===== config.mk =====
export PLATFORM = sky130hd
export DESIGN_NAME = counter_array_capture_compare
export DESIGN_NICKNAME = d
export VERILOG_FILES = /design/src/shared/cc_pkg.sv /design/src/hdl/pin_edge_detect.sv /design/src/hdl/array_counter.sv /design/src/hdl/counter_array_capture_compare.sv
export SDC_FILE = /design/constraint.sdc
export NUM_CORES = 1
export LEC_CHECK = 0
export ABC_AREA = 1
export BUFFER_PORTS_ARGS = -buffer_cell sky130_fd_sc_hd__buf_2
export CAP_MARGIN = 5
export CORE_MARGIN = 2
export CORE_UTILIZATION = 40
export CTS_CLUSTER_SIZE = 30
export DETAILED_ROUTE_END_ITERATION = 7
export PLACE_DENSITY = 0.62
export REMOVE_ABC_BUFFERS = 1
export SLEW_MARGIN = 5
export SYNTH_ARGS = -nofsm -noshare
export SYNTH_HDL_FRONTEND = slang
export SYNTH_SLANG_ARGS = --single-unit

===== constraint.sdc =====
create_clock -name REF_CLK_I -period 2.6 [get_ports REF_CLK_I]
set_input_delay 0.65 -clock REF_CLK_I [delete_from_list [all_inputs] [get_ports REF_CLK_I]]
set_output_delay 0.65 -clock REF_CLK_I [all_outputs]
set_load 0.03 [all_outputs]

===== src/shared/cc_pkg.sv =====
/*
 * Constants, register map, field layout and carrier types for the
 * three-channel capture/compare counter array.
 * Assumes a byte-wide register port on the system clock; all addresses
 * below are byte addresses on that port.
 */
package cc_pkg;

    localparam int CNT_W  = 16;                // counter and register width
    localparam int DATA_W = 8;                 // register port data width
    localparam int ADDR_W = 8;                 // register port address width

    // register addresses
    localparam logic [ADDR_W-1:0] ADDR_ARRAY_CTRL = 8'h00;
    localparam logic [ADDR_W-1:0] ADDR_ARRAY_MODE = 8'h01;
    localparam logic [ADDR_W-1:0] ADDR_CNT_LO     = 8'h02;
    localparam logic [ADDR_W-1:0] ADDR_CNT_HI     = 8'h03;
    localparam logic [ADDR_W-1:0] ADDR_PWM_CTRL   = 8'h04;
    localparam logic [ADDR_W-1:0] ADDR_PIN_STATE  = 8'h05;
    localparam logic [ADDR_W-1:0] ADDR_MODE_BASE  = 8'h08;
    localparam logic [ADDR_W-1:0] ADDR_CMP_BASE   = 8'h10;

    // array_control field positions
    localparam int ACTL_WRAP_BIT = 7;          // counter_wrap_flag
    localparam int ACTL_RUN_BIT  = 6;          // counter run enable
    // channel_event_flag n sits at bit n

    // array_mode field positions
    localparam int AMOD_IEN_BIT = 0;           // counter_wrap_irq_en

    // shared_pwm_control field positions
    localparam int PWMC_ARSEL_BIT = 7;         // auto-reload access select
    localparam int PWMC_IEN_BIT   = 6;         // intermediate_wrap_irq_en
    localparam int PWMC_FLAG_BIT  = 5;         // intermediate_wrap_flag

    // values after reset
    localparam logic [DATA_W-1:0] MODE_RST = 8'h00;
    localparam logic [CNT_W-1:0]  CNT_RST  = 16'h0000;
    localparam logic [CNT_W-1:0]  CMP_RST  = 16'h0000;
    localparam logic [1:0]        CYCLE_LENGTH_SEL_RST = 2'h0;

    // channel_mode_control layout, bit 7 first
    typedef struct packed {
        logic pwm16;            // 16-bit PWM select
        logic comparator_en;    // digital comparator on
        logic rise_capture_sel; // capture on rising edge
        logic fall_capture_sel; // capture on falling edge
        logic match_flag_en;    // match sets channel flag
        logic toggle_en;        // toggle output on match
        logic pulse_mode_en;    // PWM / frequency output
        logic channel_irq_en;   // channel flag raises request
    } mode_type;

    // one register port request
    typedef struct packed {
        logic              wr;
        logic              rd;
        logic [ADDR_W-1:0] addr;
        logic [DATA_W-1:0] wdata;
    } sfr_req_type;

    // low-bit mask of the shared 8..11-bit PWM cycle
    function automatic logic [CNT_W-1:0] cycle_mask(input logic [1:0] sel);
        unique case (sel)
            2'h0: cycle_mask = 16'h00FF;
            2'h1: cycle_mask = 16'h01FF;
            2'h2: cycle_mask = 16'h03FF;
            2'h3: cycle_mask = 16'h07FF;
        endcase
    endfunction

    // address of a per-channel register from its base
    function automatic logic [ADDR_W-1:0] chan_addr(
        input logic [ADDR_W-1:0] base,
        input int                idx,
        input int                stride);
        chan_addr = base + ADDR_W'(idx * stride);
    endfunction

endpackage


===== src/hdl/pin_edge_detect.sv =====
/*
 * Two-flop synchroniser and edge detector for the channel pins.
 * Assumes pins are asynchronous to REF clock; first flop feeds only
 * the second one.
 */
`timescale 1ns/100ps
module pin_edge_detect #(
    parameter int W = 3
) (
    input  wire logic         clk_i,
    input  wire logic         rst_i,
    input  wire logic [W-1:0] pin_i,
    output logic      [W-1:0] level_o,
    output logic      [W-1:0] rise_o,
    output logic      [W-1:0] fall_o
);
    logic [W-1:0] meta_q;   // first stage, read by sync_q only
    logic [W-1:0] sync_q;   // settled level
    logic [W-1:0] prev_q;   // level one clock earlier

    // levels shorter than one clock may slip through unseen
    always_ff @(posedge clk_i) begin
        if (rst_i) begin
            meta_q <= '0;
            sync_q <= '0;
            prev_q <= '0;
        end else begin
            meta_q <= pin_i;
            sync_q <= meta_q;
            prev_q <= sync_q;
        end
    end

    assign level_o = sync_q;
    assign rise_o  = sync_q & ~prev_q;
    assign fall_o  = ~sync_q & prev_q;
endmodule


===== src/hdl/array_counter.sv =====
/*
 * The 16-bit counter shared by all channels, with its full and
 * intermediate wrap strobes.
 * Assumes step_i is a one-clock timebase tick from REF clock logic.
 */
`timescale 1ns/100ps
module array_counter
    import cc_pkg::*;
(
    input  wire logic              clk_i,
    input  wire logic              rst_i,
    input  wire logic              step_i,    // counter advances now
    input  wire logic              wr_lo_i,   // software writes low byte
    input  wire logic              wr_hi_i,   // software writes high byte
    input  wire logic [DATA_W-1:0] wdata_i,
    input  wire logic [1:0]        cycle_length_sel_i,   // shared cycle length
    output logic      [CNT_W-1:0]  cnt_o,
    output logic                   wrap_o,    // 0xFFFF to 0x0000 now
    output logic                   mid_wrap_o // carry out of bit N now
);
    logic [CNT_W-1:0] cnt_q;
    logic [CNT_W-1:0] mask;

    // software writes win over the advance
    always_ff @(posedge clk_i) begin
        if (rst_i) begin
            cnt_q <= CNT_RST;
        end else if (wr_lo_i) begin
            cnt_q[7:0] <= wdata_i;
        end else if (wr_hi_i) begin
            cnt_q[15:8] <= wdata_i;
        end else if (step_i) begin
            cnt_q <= cnt_q + 16'h0001;
        end
    end

    assign mask       = cycle_mask(cycle_length_sel_i);
    assign cnt_o      = cnt_q;
    assign wrap_o     = step_i & (&cnt_q);
    assign mid_wrap_o = step_i & ((cnt_q & mask) == mask);
endmodule


===== src/hdl/counter_array_capture_compare.sv =====
/*
 * Capture/compare counter array: shared counter, three channels with
 * capture, software timer, toggle, frequency and PWM modes, event
 * flags and one interrupt request.
 * Assumes a byte register port on REF_CLK_I, a one-clock TICK_I from
 * the timebase selector, and pins that are asynchronous.
 */
`timescale 1ns/100ps
module counter_array_capture_compare
    import cc_pkg::*;
#(
    parameter int NUM_CH = 3
) (
    input  wire logic              REF_CLK_I,
    input  wire logic              SYS_RST_I,
    input  wire logic              TICK_I,
    input  wire logic              SFR_WR_I,
    input  wire logic              SFR_RD_I,
    input  wire logic [ADDR_W-1:0] SFR_ADDR_I,
    input  wire logic [DATA_W-1:0] SFR_WDATA_I,
    input  wire logic [NUM_CH-1:0] CH_PIN_I,
    output logic      [DATA_W-1:0] SFR_RDATA_O,
    output logic      [NUM_CH-1:0] CH_PIN_O,
    output logic      [NUM_CH-1:0] CH_PIN_OE_O,
    output logic                   IRQ_O
);
    // flags share array_control with run and wrap bits
    if (NUM_CH < 1 || NUM_CH > 3) begin : g_bad_num_ch
        $error("NUM_CH must be 1 to 3");
    end

    sfr_req_type      req;            // bundled register request
    logic [CNT_W-1:0] cnt;            // shared counter value
    logic             cnt_wrap;       // full wrap this clock
    logic             mid_wrap;       // intermediate wrap this clock
    logic             step;           // counter advances this clock
    logic             run_q;          // counter run enable
    logic             wrap_flag_q;    // counter_wrap_flag
    logic             mid_flag_q;     // intermediate_wrap_flag
    logic             wrap_ien_q;     // counter_wrap_irq_en
    logic             mid_ien_q;      // intermediate_wrap_irq_en
    logic             arsel_q;        // reload register access select
    logic [1:0]       cycle_length_sel_q;        // cycle_length_sel
    logic [NUM_CH-1:0] ch_flag_q;     // channel_event_flag
    logic [NUM_CH-1:0] ch_set;        // channel flag set events
    logic [NUM_CH-1:0] ch_ien;        // channel_irq_en bits
    logic [NUM_CH-1:0] pin_lvl;       // synchronised pin levels
    logic [NUM_CH-1:0] pin_rise;
    logic [NUM_CH-1:0] pin_fall;
    logic [CNT_W-1:0]  mask;          // shared PWM cycle mask
    logic [DATA_W-1:0] rd_data;       // read mux result
    logic [DATA_W-1:0] ctrl_rd;       // array_control read image
    logic              wr_ctrl;
    logic              wr_amod;
    logic              wr_pwmc;
    logic              irq_d;

    mode_type          mode_q [NUM_CH];  // channel_mode_control
    logic [CNT_W-1:0]  cmp_q  [NUM_CH];  // compare/capture register
    logic [CNT_W-1:0]  rld_q  [NUM_CH];  // auto-reload register
    logic [NUM_CH-1:0] pend_q;           // edge waiting for a tick
    logic [NUM_CH-1:0] pin_q;            // driven pin levels
    logic [NUM_CH-1:0] oe_q;             // pin output enables

    assign req.wr    = SFR_WR_I;
    assign req.rd    = SFR_RD_I;
    assign req.addr  = SFR_ADDR_I;
    assign req.wdata = SFR_WDATA_I;

    // every match and capture evaluation below waits for the counter to step
    assign step    = run_q & TICK_I;
    assign mask    = cycle_mask(cycle_length_sel_q);
    assign wr_ctrl = req.wr & (req.addr == ADDR_ARRAY_CTRL);
    assign wr_amod = req.wr & (req.addr == ADDR_ARRAY_MODE);
    assign wr_pwmc = req.wr & (req.addr == ADDR_PWM_CTRL);

    pin_edge_detect #(
        .W       (NUM_CH)
    ) u_pins (
        .clk_i   (REF_CLK_I),
        .rst_i   (SYS_RST_I),
        .pin_i   (CH_PIN_I),
        .level_o (pin_lvl),
        .rise_o  (pin_rise),
        .fall_o  (pin_fall)
    );

    array_counter u_cnt (
        .clk_i      (REF_CLK_I),
        .rst_i      (SYS_RST_I),
        .step_i     (step),
        .wr_lo_i    (req.wr & (req.addr == ADDR_CNT_LO)),
        .wr_hi_i    (req.wr & (req.addr == ADDR_CNT_HI)),
        .wdata_i    (req.wdata),
        .cycle_length_sel_i    (cycle_length_sel_q),
        .cnt_o      (cnt),
        .wrap_o     (cnt_wrap),
        .mid_wrap_o (mid_wrap)
    );

    // shared flags and settings; a hardware set beats a software clear
    always_ff @(posedge REF_CLK_I) begin
        if (SYS_RST_I) begin
            run_q       <= 1'b0;
            wrap_flag_q <= 1'b0;
            mid_flag_q  <= 1'b0;
            wrap_ien_q  <= 1'b0;
            mid_ien_q   <= 1'b0;
            arsel_q     <= 1'b0;
            cycle_length_sel_q     <= CYCLE_LENGTH_SEL_RST;
        end else begin
            // flags persist until software writes them away
            wrap_flag_q <= cnt_wrap |
                (wr_ctrl ? req.wdata[ACTL_WRAP_BIT] : wrap_flag_q);
            mid_flag_q  <= mid_wrap |
                (wr_pwmc ? req.wdata[PWMC_FLAG_BIT] : mid_flag_q);
            if (wr_ctrl) begin
                run_q <= req.wdata[ACTL_RUN_BIT];
            end
            if (wr_amod) begin
                wrap_ien_q <= req.wdata[AMOD_IEN_BIT];
            end
            if (wr_pwmc) begin
                arsel_q   <= req.wdata[PWMC_ARSEL_BIT];
                mid_ien_q <= req.wdata[PWMC_IEN_BIT];
                cycle_length_sel_q   <= req.wdata[1:0];
            end
        end
    end

    // channel event flags, set wins over the clearing write
    always_ff @(posedge REF_CLK_I) begin
        if (SYS_RST_I) begin
            ch_flag_q <= '0;
        end else begin
            ch_flag_q <= ch_set |
                (wr_ctrl ? req.wdata[NUM_CH-1:0] : ch_flag_q);
        end
    end

    // the channels
    for (genvar i = 0; i < NUM_CH; i++) begin : g_ch
        mode_type m;
        logic     wr_mode;     // write to this mode register
        logic     wr_lo;       // write to low compare byte
        logic     wr_hi;       // write to high compare byte
        logic     is_cap;      // capture mode
        logic     is_pwm;      // any PWM mode
        logic     is_pulse_mode_en;     // 8..11-bit PWM
        logic     is_freq;     // frequency output
        logic     full_eq;     // 16-bit match
        logic     part_eq;     // low N-bit match
        logic     edge_hit;    // qualifying pin edge
        logic     cap_ev;      // capture now
        logic     tog_ev;      // toggle pin now
        logic     freq_hit;    // frequency low-byte match now
        logic     pwm_set;     // PWM rising edge now
        logic     pwm_clr;     // PWM falling edge now

        assign m       = mode_q[i];
        assign wr_mode = req.wr &
            (req.addr == chan_addr(ADDR_MODE_BASE, i, 1));
        assign wr_lo   = req.wr &
            (req.addr == chan_addr(ADDR_CMP_BASE, i, 2));
        assign wr_hi   = req.wr &
            (req.addr == chan_addr(ADDR_CMP_BASE + 8'h01, i, 2));

        // mode decode from the individual mode bits
        assign is_cap  = ~m.match_flag_en & ~m.toggle_en &
                         ~m.pulse_mode_en &
                         (m.rise_capture_sel | m.fall_capture_sel);
        assign is_pwm  = m.pulse_mode_en & ~m.toggle_en;
        assign is_pulse_mode_en = is_pwm & ~m.pwm16;
        assign is_freq = m.pulse_mode_en & m.toggle_en &
                         ~m.match_flag_en;

        assign full_eq = (cnt == cmp_q[i]);
        assign part_eq = ((cnt & mask) == (cmp_q[i] & mask));

        assign edge_hit = (m.rise_capture_sel & pin_rise[i]) |
                          (m.fall_capture_sel & pin_fall[i]);
        assign cap_ev   = step & is_cap & (pend_q[i] | edge_hit);

        // high-speed output toggle; dead with comparator off
        assign tog_ev   = step & m.comparator_en & m.toggle_en &
                          m.match_flag_en & ~m.pulse_mode_en &
                          full_eq;
        assign freq_hit = step & is_freq & m.comparator_en &
                          (cnt[7:0] == cmp_q[i][7:0]);
        assign pwm_set  = step & is_pwm & m.comparator_en &
                          (m.pwm16 ? full_eq : part_eq);
        assign pwm_clr  = m.pwm16 ? cnt_wrap : mid_wrap;

        // captures and software timer, toggle and PWM matches
        assign ch_set[i] = cap_ev |
            (step & m.comparator_en & m.match_flag_en & ~is_cap &
             (is_pulse_mode_en ? part_eq : full_eq));
        assign ch_ien[i] = m.channel_irq_en;

        // mode register and comparator enable
        always_ff @(posedge REF_CLK_I) begin
            if (SYS_RST_I) begin
                mode_q[i] <= mode_type'(MODE_RST);
            end else if (wr_mode) begin
                mode_q[i] <= mode_type'(req.wdata);
            end else if (wr_lo) begin
                mode_q[i].comparator_en <= 1'b0;
            end else if (wr_hi) begin
                mode_q[i].comparator_en <= 1'b1;
            end
        end

        // an edge seen between ticks is held so it is not lost
        always_ff @(posedge REF_CLK_I) begin
            if (SYS_RST_I) begin
                pend_q[i] <= 1'b0;
            end else if (step | ~is_cap) begin
                pend_q[i] <= 1'b0;
            end else if (edge_hit) begin
                pend_q[i] <= 1'b1;
            end
        end

        // compare/capture and reload registers; software write first
        always_ff @(posedge REF_CLK_I) begin
            if (SYS_RST_I) begin
                cmp_q[i] <= CMP_RST;
                rld_q[i] <= CMP_RST;
            end else if (wr_lo & arsel_q) begin
                rld_q[i][7:0] <= req.wdata;
            end else if (wr_hi & arsel_q) begin
                rld_q[i][15:8] <= req.wdata;
            end else if (wr_lo) begin
                cmp_q[i][7:0] <= req.wdata;
            end else if (wr_hi) begin
                cmp_q[i][15:8] <= req.wdata;
            end else if (cap_ev) begin
                cmp_q[i] <= cnt;
            end else if (freq_hit) begin
                // adding zero means the next match is 256 ticks on
                cmp_q[i][7:0] <= cmp_q[i][7:0] +
                                 cmp_q[i][15:8];
            end else if (is_pulse_mode_en & mid_wrap & m.comparator_en) begin
                if (cycle_length_sel_q == 2'h0) begin
                    cmp_q[i][7:0] <= cmp_q[i][15:8];
                end else begin
                    cmp_q[i] <= rld_q[i];
                end
            end
        end

        // pin driver; PWM clear wins over a coincident set
        always_ff @(posedge REF_CLK_I) begin
            if (SYS_RST_I) begin
                pin_q[i] <= 1'b0;
                oe_q[i]  <= 1'b0;
            end else begin
                oe_q[i] <= m.toggle_en | m.pulse_mode_en;
                if (is_pwm & ~m.comparator_en) begin
                    pin_q[i] <= 1'b0;
                end else if (is_pwm & pwm_clr) begin
                    pin_q[i] <= 1'b0;
                end else if (pwm_set) begin
                    pin_q[i] <= 1'b1;
                end else if (tog_ev | freq_hit) begin
                    pin_q[i] <= ~pin_q[i];
                end
                // comparator off in toggle modes: pin holds
            end
        end
    end

    // read image of array_control
    always_comb begin
        ctrl_rd = '0;
        ctrl_rd[ACTL_WRAP_BIT] = wrap_flag_q;
        ctrl_rd[ACTL_RUN_BIT]  = run_q;
        ctrl_rd[NUM_CH-1:0]    = ch_flag_q;
    end

    // register read mux; unmapped addresses read zero
    always_comb begin
        rd_data = '0;
        unique case (req.addr)
            ADDR_ARRAY_CTRL: rd_data = ctrl_rd;
            ADDR_ARRAY_MODE: rd_data[AMOD_IEN_BIT] = wrap_ien_q;
            ADDR_CNT_LO:     rd_data = cnt[7:0];
            ADDR_CNT_HI:     rd_data = cnt[15:8];
            ADDR_PWM_CTRL:   rd_data = {arsel_q, mid_ien_q, mid_flag_q,
                                        3'h0, cycle_length_sel_q};
            ADDR_PIN_STATE:  rd_data[NUM_CH-1:0] = pin_lvl;
            default:         rd_data = '0;
        endcase
        for (int k = 0; k < NUM_CH; k++) begin
            if (req.addr == chan_addr(ADDR_MODE_BASE, k, 1)) begin
                rd_data = mode_q[k];
            end
            if (req.addr == chan_addr(ADDR_CMP_BASE, k, 2)) begin
                rd_data = arsel_q ? rld_q[k][7:0] : cmp_q[k][7:0];
            end
            if (req.addr == chan_addr(ADDR_CMP_BASE + 8'h01, k, 2)) begin
                rd_data = arsel_q ? rld_q[k][15:8] : cmp_q[k][15:8];
            end
        end
    end

    // the processor adds its own global gating on top
    assign irq_d = (wrap_flag_q & wrap_ien_q) |
                   (mid_flag_q & mid_ien_q) |
                   (|(ch_flag_q & ch_ien));

    // registered outputs
    always_ff @(posedge REF_CLK_I) begin
        if (SYS_RST_I) begin
            SFR_RDATA_O <= '0;
            IRQ_O       <= 1'b0;
        end else begin
            IRQ_O <= irq_d;
            if (req.rd) begin
                SFR_RDATA_O <= rd_data;
            end
        end
    end

    assign CH_PIN_O    = pin_q;
    assign CH_PIN_OE_O = oe_q;
endmodule


# After elaboration in Yosys (flattened, before gate mapping)
# Memory sizes are Yosys's and may differ from the RTL's.
# Cells that the tools add are included.
[totals]
reg_bits = 54
mem_bits_rw = 120
out_inout_bits = 15
n_memories = 3
[mem_list]
columns = ["memory", "words", "width", "rd", "rd_ports_with_merged_regs", "wr", "line_no", "source"]
rows = [
  ["cmp_q", 3, 16, 3, 0, 3, "counter_array_capture_compare.sv:59", "logic [CNT_W-1:0] cmp_q [NUM_CH];"],
  ["rld_q", 3, 16, 3, 0, 3, "counter_array_capture_compare.sv:60", "logic [CNT_W-1:0] rld_q [NUM_CH];"],
  ["mode_q", 3, 8, 3, 0, 3, "counter_array_capture_compare.sv:58", "mode_type mode_q [NUM_CH];"],
]
[classes]
add_sub_neg = 4
eq_ne = 28
muxes = 264
n_bitwise = 208
reduce_logical = 17
[op_table]
columns = ["cell", "count"]
rows = [
  ["8-bit two-way mux", 51],
  ["1-bit two-way mux", 207],
  ["1-bit bitwise AND", 112],
  ["16-bit == test", 7],
  ["16-bit bitwise AND", 4],
  ["1-bit OR", 64],
  ["16-bit one-hot mux with 4 select lines", 1],
  ["8-bit by 5-bit == test with 1-bit output (second input constant)", 6],
  ["8-bit adder", 3],
  ["8-bit by 4-bit == test with 1-bit output (second input constant)", 3],
  ["8-bit == test", 3],
  ["1-bit NOT", 22],
  ["5-bit one-hot mux with 4 select lines", 1],
  ["16-bit by 1-bit adder with 16-bit output (second input constant)", 1],
  ["8-bit by 2-bit == test with 1-bit output (second input constant)", 2],
  ["8-bit by 3-bit == test with 1-bit output (second input constant)", 2],
  ["16-bit two-way mux", 1],
  ["16-bit AND reduction", 1],
  ["3-bit OR reduction", 4],
  ["2-bit one-hot mux with 5 select lines", 1],
  ["2-bit nonzero test", 5],
  ["3-bit bitwise AND", 3],
  ["8-bit by 1-bit == test with 1-bit output (second input constant)", 1],
  ["8-bit logical NOT", 1],
  ["other kinds (10)", 15],
]

# Logic depth before layout (Yosys ltp)
# Gate-level depths: netlist (run 1).
[logic_depth]
depth_word = 18
mapped_depth = 16
mapped_depth_nobuf = 15

# Cells and area by module
# Synthesis (run 1) repeated with hierarchy kept, for this count alone.
[unflattened]
hier_cells = 1586
hier_area_um2 = 11897.7
[by_module_without_submodules]
columns = ["mod", "instances", "cells_each", "area_per_inst_um2", "seq_area_each_um2"]
rows = [
  ["counter_array_capture_compare", 1, 1360, 10446.3, 4184.0],
  ["array_counter", 1, 189, 1158.6, 320.3],
  ["pin_edge_detect", 1, 37, 292.8, 180.2],
]

# Least setup slack after synthesis (run 1)
# OpenSTA, ideal clock, no wires.
[synth_path]
path_type = "input-to-reg"
from = "input port SFR_ADDR_I[7]"
to = "memory cmp_q[1][0], enable pin"
setup_time_ns = 0.350
t_arrival_ns = 2.482
slack_ns = -0.232
cell_stages = 9
cell_sequence = "nor2_2 -> nand3_4 -> nor2_4 -> nand2_2 -> o21ai_1 -> nor3_2 -> nand2_1 -> buf_2 -> nand4_1"
[synth_rtl]
columns = ["item", "line_no", "source"]
rows = [
  ["start, declared", "counter_array_capture_compare.sv:19", "input wire logic [ADDR_W-1:0] SFR_ADDR_I,"],
  ["end, declared", "counter_array_capture_compare.sv:59", ""],
]

==> results of run 1 <==
[per-layer routing]
| layer | wire length, um | part of all wire |
|---|---|---|
| met5 | 0 | 0 |
| met2 | 22500 | 0.45 |
| met3 | 4760 | 0.096 |
| met1 | 19700 | 0.40 |
| met4 | 2670 | 0.054 |
[layout make-up]
class	instances	area [sq um]
Multi-Input combinational cell	1163	6180
Tap cell	390	488
Clock inverter	15	124
Timing Repair Buffer	173	1290
Fill cell	2943	15500
Inverter	203	764
Sequential cell	174	4690
Clock buffer	17	425
[state kept, by name, summed over array words and instances (netlist names), 2 cells and up]
| register | cells |
|---|---|
| u_pins.prev_q | 3 |
| u_pins.level_o | 3 |
| rld_q | 48 |
| u_cnt.cnt_o | 16 |
| CH_PIN_O | 3 |
| cycle_length_sel_q | 2 |
| mode_q | 24 |
| cmp_q | 48 |
| pend_q | 3 |
| CH_PIN_OE_O | 3 |
| SFR_RDATA_O | 8 |
| ch_flag_q | 3 |
| u_pins.meta_q | 3 |
[logic make-up (layout without fill, tap and decap cells)]
| group | Yosys count | in the layout | share of synthesized area |
|---|---|---|---|
| DFF | 174 | 174 | 0.394 |
| buffers and inverters | 270 | 408 | 0.0885 |
| adders and majority gates | 25 | 25 | 0.0282 |
| and+or+nand+nor | 770 | 770 | 0.296 |
| AOI/OAI and AO/OA | 301 | 301 | 0.145 |
| xor gates and xnor gates | 67 | 67 | 0.0493 |
[per-stage QoR]
stage | setup TNS [ns] | total power (uW)
after floorplan | -72.63 | 3510
after global placement | 0 | 3820
after detailed placement | -0.0115 | 3830
after CTS | 0 | 6340
after global routing | -0.0133 | 6520
final | 0 | 6350
[worst paths after layout]
kind	start	end	slack, ns
max	u_cnt.cnt_o[0]	cmp_q[0][0]	0.08
min	CH_PIN_I[1]	u_pins.meta_q[1]	0.39
max reg2reg	u_cnt.cnt_o[0]	cmp_q[0][0]	0.08
min reg2reg	u_pins.meta_q[1]	u_pins.level_o[1]	0.40
[cells in the final DEF (no fill, tap or decap), types with 4 or more instances in the layout]
cell	count
sky130_fd_sc_hd__nand2_1	305
sky130_fd_sc_hd__nor2_1	232
sky130_fd_sc_hd__inv_1	172
sky130_fd_sc_hd__buf_4	128
sky130_fd_sc_hd__edfxtp_1	120
sky130_fd_sc_hd__o21ai_0	99
sky130_fd_sc_hd__a21oi_1	88
sky130_fd_sc_hd__nand3_1	86
sky130_fd_sc_hd__nand4_1	60
sky130_fd_sc_hd__dfxtp_1	49
sky130_fd_sc_hd__buf_2	38
sky130_fd_sc_hd__xnor2_1	34
sky130_fd_sc_hd__o211ai_1	34
sky130_fd_sc_hd__xor2_1	33
sky130_fd_sc_hd__inv_2	29
sky130_fd_sc_hd__o21ai_1	22
sky130_fd_sc_hd__ha_1	21
sky130_fd_sc_hd__o22ai_1	20
sky130_fd_sc_hd__nor3_1	18
sky130_fd_sc_hd__clkbuf_16	17
sky130_fd_sc_hd__or2_2	14
sky130_fd_sc_hd__nand2_2	10
sky130_fd_sc_hd__nor2_2	8
sky130_fd_sc_hd__a22oi_1	8
sky130_fd_sc_hd__a31oi_1	7
sky130_fd_sc_hd__inv_6	7
sky130_fd_sc_hd__buf_12	7
sky130_fd_sc_hd__nand3b_1	6
sky130_fd_sc_hd__nor4_1	5
sky130_fd_sc_hd__nor2_4	5
sky130_fd_sc_hd__a211oi_1	5
sky130_fd_sc_hd__dfxtp_2	5
sky130_fd_sc_hd__nor3_4	4
sky130_fd_sc_hd__o31ai_1	4
[tightest hold or removal path: stages]
cell	delay, ns
sky130_fd_sc_hd__buf_2	0.07
sky130_fd_sc_hd__inv_1	0.03
sky130_fd_sc_hd__nor2_1	0.06
[power by group]
group / internal [uW] / switching, uW
Clock: 1260 / 1300
Sequential: 3040 / 110
Combinational: 197 / 440
Total: 4500 / 1850
[what timing repair did]
item	in CTS	in global routing
gates resized for setup	0	10
setup endpoints to repair	0	13
buffers inserted	0	2
endpoints found under the hold margin	0	0
==> results list, run 1 <==
- Outcome: finished with violations
- The final reports fail on DRC.
* Final Instance Count excl. Fillers: 2,135
* Met2 layer usage reported by global route: 0.530
* Proportion of layout cells with a drive suffix above 1: 0.170
- Across all layers, the routed design uses about 12,000 vias.
- Kind of end point of the critical path: flip-flop
- CTS Root Buffer Type: sky130_fd_sc_hd__clkbuf_16
- The total overflow left after global routing is 0.
- met2 is the most crowded layer.
- Antenna Violating Nets Remaining: 0
- Ant. Diodes: 0
* Leakage Power: 0.00604 uW
- The largest individual stage delay along the critical path comes from the cell sky130_fd_sc_hd__dfxtp_2.
* Total Routing Usage GR: 0.323
* Starting utilization of the core area: 0.404
- Worst Tran Pin Value: 0.664 ns
* Max-slew headroom: 0.557
* Detailed-router iteration count before antenna repair: 8
- Worst Setup Slack post-DPL: -0.0115 ns
* Leading post-synthesis cells by instance count: 305 x sky130_fd_sc_hd__nand2_1, 232 x sky130_fd_sc_hd__nor2_1, 174 x sky130_fd_sc_hd__inv_1, 120 x sky130_fd_sc_hd__edfxtp_1, 100 x sky130_fd_sc_hd__o21ai_0
- Of the synthesized area, sequential elements account for 0.394.
- Number of I/O pins: 39
- Number of CTS-inserted buffers: 17
- Synthesis inferred ~170 register bits.
- Post-detailed-routing wire length: 49,700 um
* R2R cell count: 12
* Flip-flop cell with the highest count after synthesis: sky130_fd_sc_hd__edfxtp_1
- The worst hold path belongs to the class primary input to flip-flop.
- Of all cell types, the one taking the most synthesized area is sky130_fd_sc_hd__edfxtp_1.
- Final instance area: about 0.014 sq mm
* Power per unit of standard cell area: roughly 450 mW/mm^2
* Area after DPL: between 0.01 and 0.015 sq mm
- Across the run, the number of max-cap violations was 0.
* Layout Nets: 1,781
- The via count of the first global-routing pass was around 12,000.
- Final max-slew violation count: 0
* Worst IR Drop VDD: between 0.4 and 0.5 mV
- Longest individual stage delay on the worst path: 0.37 ns
* Critical path class: flip-flop to flip-flop
* Final critical delay including setup and external delays: between 2 and 3 ns
- Worst clock skew: 0.0155 ns
- Entering global routing, the biggest net connects 68 pins.
- Number of DRC markers in iteration 0: 1,447
- Port buffering added 38 buffers.
- Number of standard-cell rows in the floorplan: between 60 and 70
* Final Hold Vio Count: 0
- Final Worst Setup Slack: between 0.08 and 0.09 ns
* Worst Hold Path Cells: 3
- Setup violations remaining at the end of the flow were counted as 0.
- Total buffers and inverters traversed by the critical path: 1
- After legalization and detailed placement, the total HPWL measured 38,100 um.
- Kind of start point of the critical path: flip-flop
* CP Cell Sequence: ha_4 > nand2_4 > nor2_8 > nand3_4 > nor2_8 > nand3_4 > buf_4 > nor3_4 > nand2_2 > nor3_4 > nand4_1 > nand3_1
* Arrival @ worst endpoint: between 2 and 3 ns
- Met1 demand-to-capacity share in global routing: 0.404
- The first global-routing pass estimated roughly 74,000 um of wire.
- For this run, the number of Yosys warnings is 0.
- At the end of the flow the core is filled with cells to 0.474.
- Weighted congestion reported at the end of routability-driven placement: 1.03
- Routed wire length per instance: roughly 23 um
- Hold-fix buffers, CTS: 0
* Count leader, synth: sky130_fd_sc_hd__nand2_1
* Clk sink count: 174
- Synth Cell Area: between 0.01 and 0.015 sq mm
* Levels on crit path: 12
- The share of synthesized area in the top cell type comes to 0.303.
* Count of placed standard cells including taps: 2,101
- Based on the critical path, the design can be clocked at up to between 0.3 and 0.4 GHz.
* Worst-Skew Late Latency: 0.46 ns
* Global routing met3 resource utilization: 0.0700
- The clock passes through at most 2 buffers.
- Floorplan die area: 0.0311 sq mm
* Top area cells in the synthesized netlist: sky130_fd_sc_hd__edfxtp_1 30%, sky130_fd_sc_hd__nand2_1 9.6%, sky130_fd_sc_hd__dfxtp_1 9.1%, sky130_fd_sc_hd__nor2_1 7.3%, sky130_fd_sc_hd__inv_1 5.5%
- Final worst hold slack: roughly 0.39 ns
- Post-route DRC: 5
- Among cell families on the critical path, the largest total delay comes from simple AND/OR/NAND/NOR gates.
- Clock tree from TritonCTS: yes
* Number of enable flip-flop cells after synthesis: between 100 and 150
- The die is 176 um wide.
* Final clock period utilization by the worst path: 0.968
- Core region area: 0.0295 sq mm
- CP Data Required Time: 2.92 ns
- Dividing the synthesized area by the synthesized cell count gives approximately 7.4 sq um.
- Synthesis produced a netlist whose cell count is ~1,600.
* Routed vias/inst: 5.74
- The die is roughly 180 um tall.
- For this run, asynchronously set or reset flops after synthesis account for 0.
- After clock tree synthesis, the clock-pin slew on the worst setup and hold paths is 0.08 ns.
- Synth cell types: 51
- Number of antenna violations at the first check in global routing: 0
- Along the worst path, the maximum fanout reaches 8.
- From synthesis to final layout, the design area changed by 17.4%.
- H-tree Lvls: 4
(Power assumes the default switching activity.)
==> run 2: changes to the inputs <==
--- a/config.mk
+++ b/config.mk
@@ -9,10 +9,10 @@
 export BUFFER_PORTS_ARGS = -buffer_cell sky130_fd_sc_hd__buf_2
 export CAP_MARGIN = 5
 export CORE_MARGIN = 2
-export CORE_UTILIZATION = 40
+export CORE_UTILIZATION = 54
 export CTS_CLUSTER_SIZE = 30
 export DETAILED_ROUTE_END_ITERATION = 7
-export PLACE_DENSITY = 0.62
+export PLACE_DENSITY = 0.79
 export REMOVE_ABC_BUFFERS = 1
 export SLEW_MARGIN = 5
 export SYNTH_ARGS = -nofsm -noshare
==> run 2 against run 1 <==
  * The flow now finishes without violations
  * Clock skew down 0.0051 ns
  * Critical endpoint is now cmp_q[1][4]
  * Fmax up 2.8%
  * Worst hold slack better by 0.013 ns
  * Sequential share of layout area down 0.17 points
  * Count of clock-buffer cells in the layout up 2
  * Via count up 2.9%
  * Total power up 2.0%
  * First-iteration DRC count up 18%
  * Final cell count down 4.1%
  * Highest routed layer unchanged
  * Worst setup slack better by 0.068 ns
==> results list, run 2 (synthesized netlist as in run 1, its figures left out) <==
- The worst setup path is of the flip-flop to flip-flop kind.
- Measured in cells, the most critical reg-to-reg path has a length of 11.
- Port buffering added 38 buffers.
- CP Data Required Time: roughly 2.9 ns
* Final instance area: ~0.014 sq mm
* Worst Hold Path Cells: 2
- Metal3 WL: roughly 5700 um
* Final clock period utilization by the worst path: 0.942
- M1 WL: approximately 18,000 um
- For this run, the top clock speed supported by timing is approximately 0.41 GHz.
- Global-route wire length before repair: 72,800 um
* Floorplan die area: between 0.02 and 0.025 sq mm
- Power per unit of standard cell area: approximately 460 mW/mm^2
- Number of DRC markers in iteration 0: roughly 1,700
- Most frequent standard cell in the layout excluding fill and tap cells: sky130_fd_sc_hd__nand2_1
* Arrival @ worst endpoint: between 2 and 3 ns
- Switching power share of the total: 0.275
* Power after layout: between 6000 and 7000 uW
* Ant. Diodes: 0
- In this run the power spent charging and discharging nets is around 1800 uW.
- In the layout the commonest cells are 305 x sky130_fd_sc_hd__nand2_1, 231 x sky130_fd_sc_hd__nor2_1, 172 x sky130_fd_sc_hd__inv_1, 149 x sky130_fd_sc_hd__buf_4, 120 x sky130_fd_sc_hd__edfxtp_1.
* Filler instances: 1,968
- Entering global routing, the biggest net connects 40 pins.
- Buffers inserted to repair hold after CTS numbered 0.
- Critical path peak fanout: 6
- Worst Setup Slack post-DPL: -0.0735 ns
- CTS built an H-tree with a depth of 4.
- Vias in the first global route: roughly 12,000
- The analysis attributes to cell leakage a power of 0.00616 uW.
- Final critical delay including setup and external delays: approximately 2.4 ns
* Horizontal extent of the die: around 150 um
* Number of antenna violations at the first check in global routing: 0
- Clock tree from TritonCTS: yes
- Area after DPL: ~0.013 sq mm
* Overall via count from detail_route: 12,600
* Final HPWL DP: 38,200 um
* Longest individual stage delay on the worst path: about 0.56 ns
* Synthesis-to-finish area growth: 17.8%
- Worst-Skew Late Latency: about 0.44 ns
- The clock arrives with approximately 0.010 ns of skew.
* Max-cap check violation count: 0
- The flow ran to the end, and the final reports show no timing, DRC or antenna violations.
* Weighted congestion reported at the end of routability-driven placement: around 1.0
- Starting utilization of the core area: 0.547
- Of the total power, the clock network draws 0.412.
- The tree is rooted in a sky130_fd_sc_hd__clkbuf_16.
- Top routing layer in use: met4
* Worst Tran Pin Value: between 0.6 and 0.7 ns
* Final max-slew violation count: 0
- Seq pwr share: 0.486
- Kind of end point of the critical path: flip-flop
* Count of buffers added by post-CTS timing repair for setup: 0
- Die boundary height: between 150 and 200 um
* Routed vias/inst: 6.16
* Number of standard-cell rows in the floorplan: between 50 and 60
- For this run, design rule violations remaining after detail routing come to 0.
* Antenna Violating Nets Remaining: 0
- Final Hold Vio Count: 0
- Kind of start point of the critical path: flip-flop
- The internal power of the cells totals between 4000 and 5000 uW.
* Bufs on Longest Clock Path: 2
- # setup viols final: 0
* Detailed-router iteration count before antenna repair: 7
* Core region area: around 0.022 sq mm
- Traced cell by cell, the critical path runs through nand2_4 > nor2_8 > nand3_4 > nor2_8 > nand3_4 > inv_2 > nand3_1 > nor3_1 > buf_4 > nand4_1 > o211ai_1.
- Biggest registers after layout: cmp_q x48, rld_q x48, mode_q x24
* Crit-path slowest cell: sky130_fd_sc_hd__dfxtp_1
- Wire segments on met2 add up to between 20,000 and 25,000 um in the final route.
- Post-detailed-routing wire length: slightly below 50,000 um
- Resized cells post-CTS: 0
- Of the total power, combinational logic draws 0.102.
* Routed wire length per instance: around 24 um
- The worst pin sits at a relative slew slack of 0.580.
* Hold crit path type: flip-flop to flip-flop
- Clk sink count: approximately 170
- In the final design database the tool counted approximately 1,800 nets.
- The number of clock buffers added by TritonCTS is 17.
- In the global route stage, overall resource usage came out at 0.419.
* Clock-pin slew reported for the worst setup and hold paths after clock tree synthesis: 0.07 ns
* RSZ-0062 raised after global routing: false
- Number of I/O pins: 39
- Leftover overflow at the end of global routing: 0
- Proportion of layout cells with a drive suffix above 1: 0.177
* Worst IR Drop VDD: between 0.4 and 0.5 mV
* Final Worst Setup Slack: between 0.15 and 0.2 ns
[run 2: changes by cell type in the layout (fill, tap and decap cells not counted), sizes merged]
cell    delta
buf       +22
inv        -4
clkbuf     +2
bufinv     +2
[run 2: area by class of cell]
type	instances	area, sq um	share of cell area
clock buffer	19	433	0.0309
clock inverter	13	155	0.0111
inverter	203	764	0.0545
multi-input combinational	1163	6160	0.440
sequential	174	4680	0.334
tap	280	350	0.0250
timing repair buffer	195	1470	0.105
[run 2: stage by stage]
stage | instances | utilization | TNS, ns | hold WS [ns]
floorplan | 1540 | - | -72.63 | 0.388
CTS | 2047 | 0.644 | 0 | 0.405
detailed placement | 2015 | 0.617 | -0.0735 | 0.395
global route | 2047 | 0.644 | 0 | 0.429
global placement | 2015 | 0.617 | -0.119 | 0.389
finish | 2047 | 0.644 | 0 | 0.404
[run 2: per-layer routing]
layer,track usage,up-vias
met2,0.641,877
li1,-,5710
met4,0.277,0
met5,0,-
met1,0.538,5821
met3,0.0870,200
[run 2: power by group through the flow]
stage / combinational [uW] / clock [uW] / sequential (uW)
2_1_floorplan: 326 / 0 / 3180
3_3_place_gp: 628 / 0 / 3200
3_5_place_dp: 637 / 0 / 3200
4_1_cts: 640 / 2670 / 3140
5_1_grt: 703 / 2770 / 3150
6_report: 660 / 2670 / 3150
[run 2: worst max-delay path: cells and delay by family (launching register included)]
family / cells / cell delay [ns]
AO/OA/AOI/OAI: 1 / 0.16
flip-flops: 1 / 0.56
AND/OR/NAND/NOR: 8 / 1.21
buffers and inverters: 2 / 0.36
[run 2: path summary, 6_finish.rpt]
kind                          from                 to  slack, ns
setup / recovery    u_cnt.cnt_o[2]        cmp_q[1][4]       0.15
setup reg to reg    u_cnt.cnt_o[2]        cmp_q[1][4]       0.15
hold reg to reg   u_pins.meta_q[0]  u_pins.level_o[0]       0.40
hold / removal    u_pins.meta_q[0]  u_pins.level_o[0]       0.40
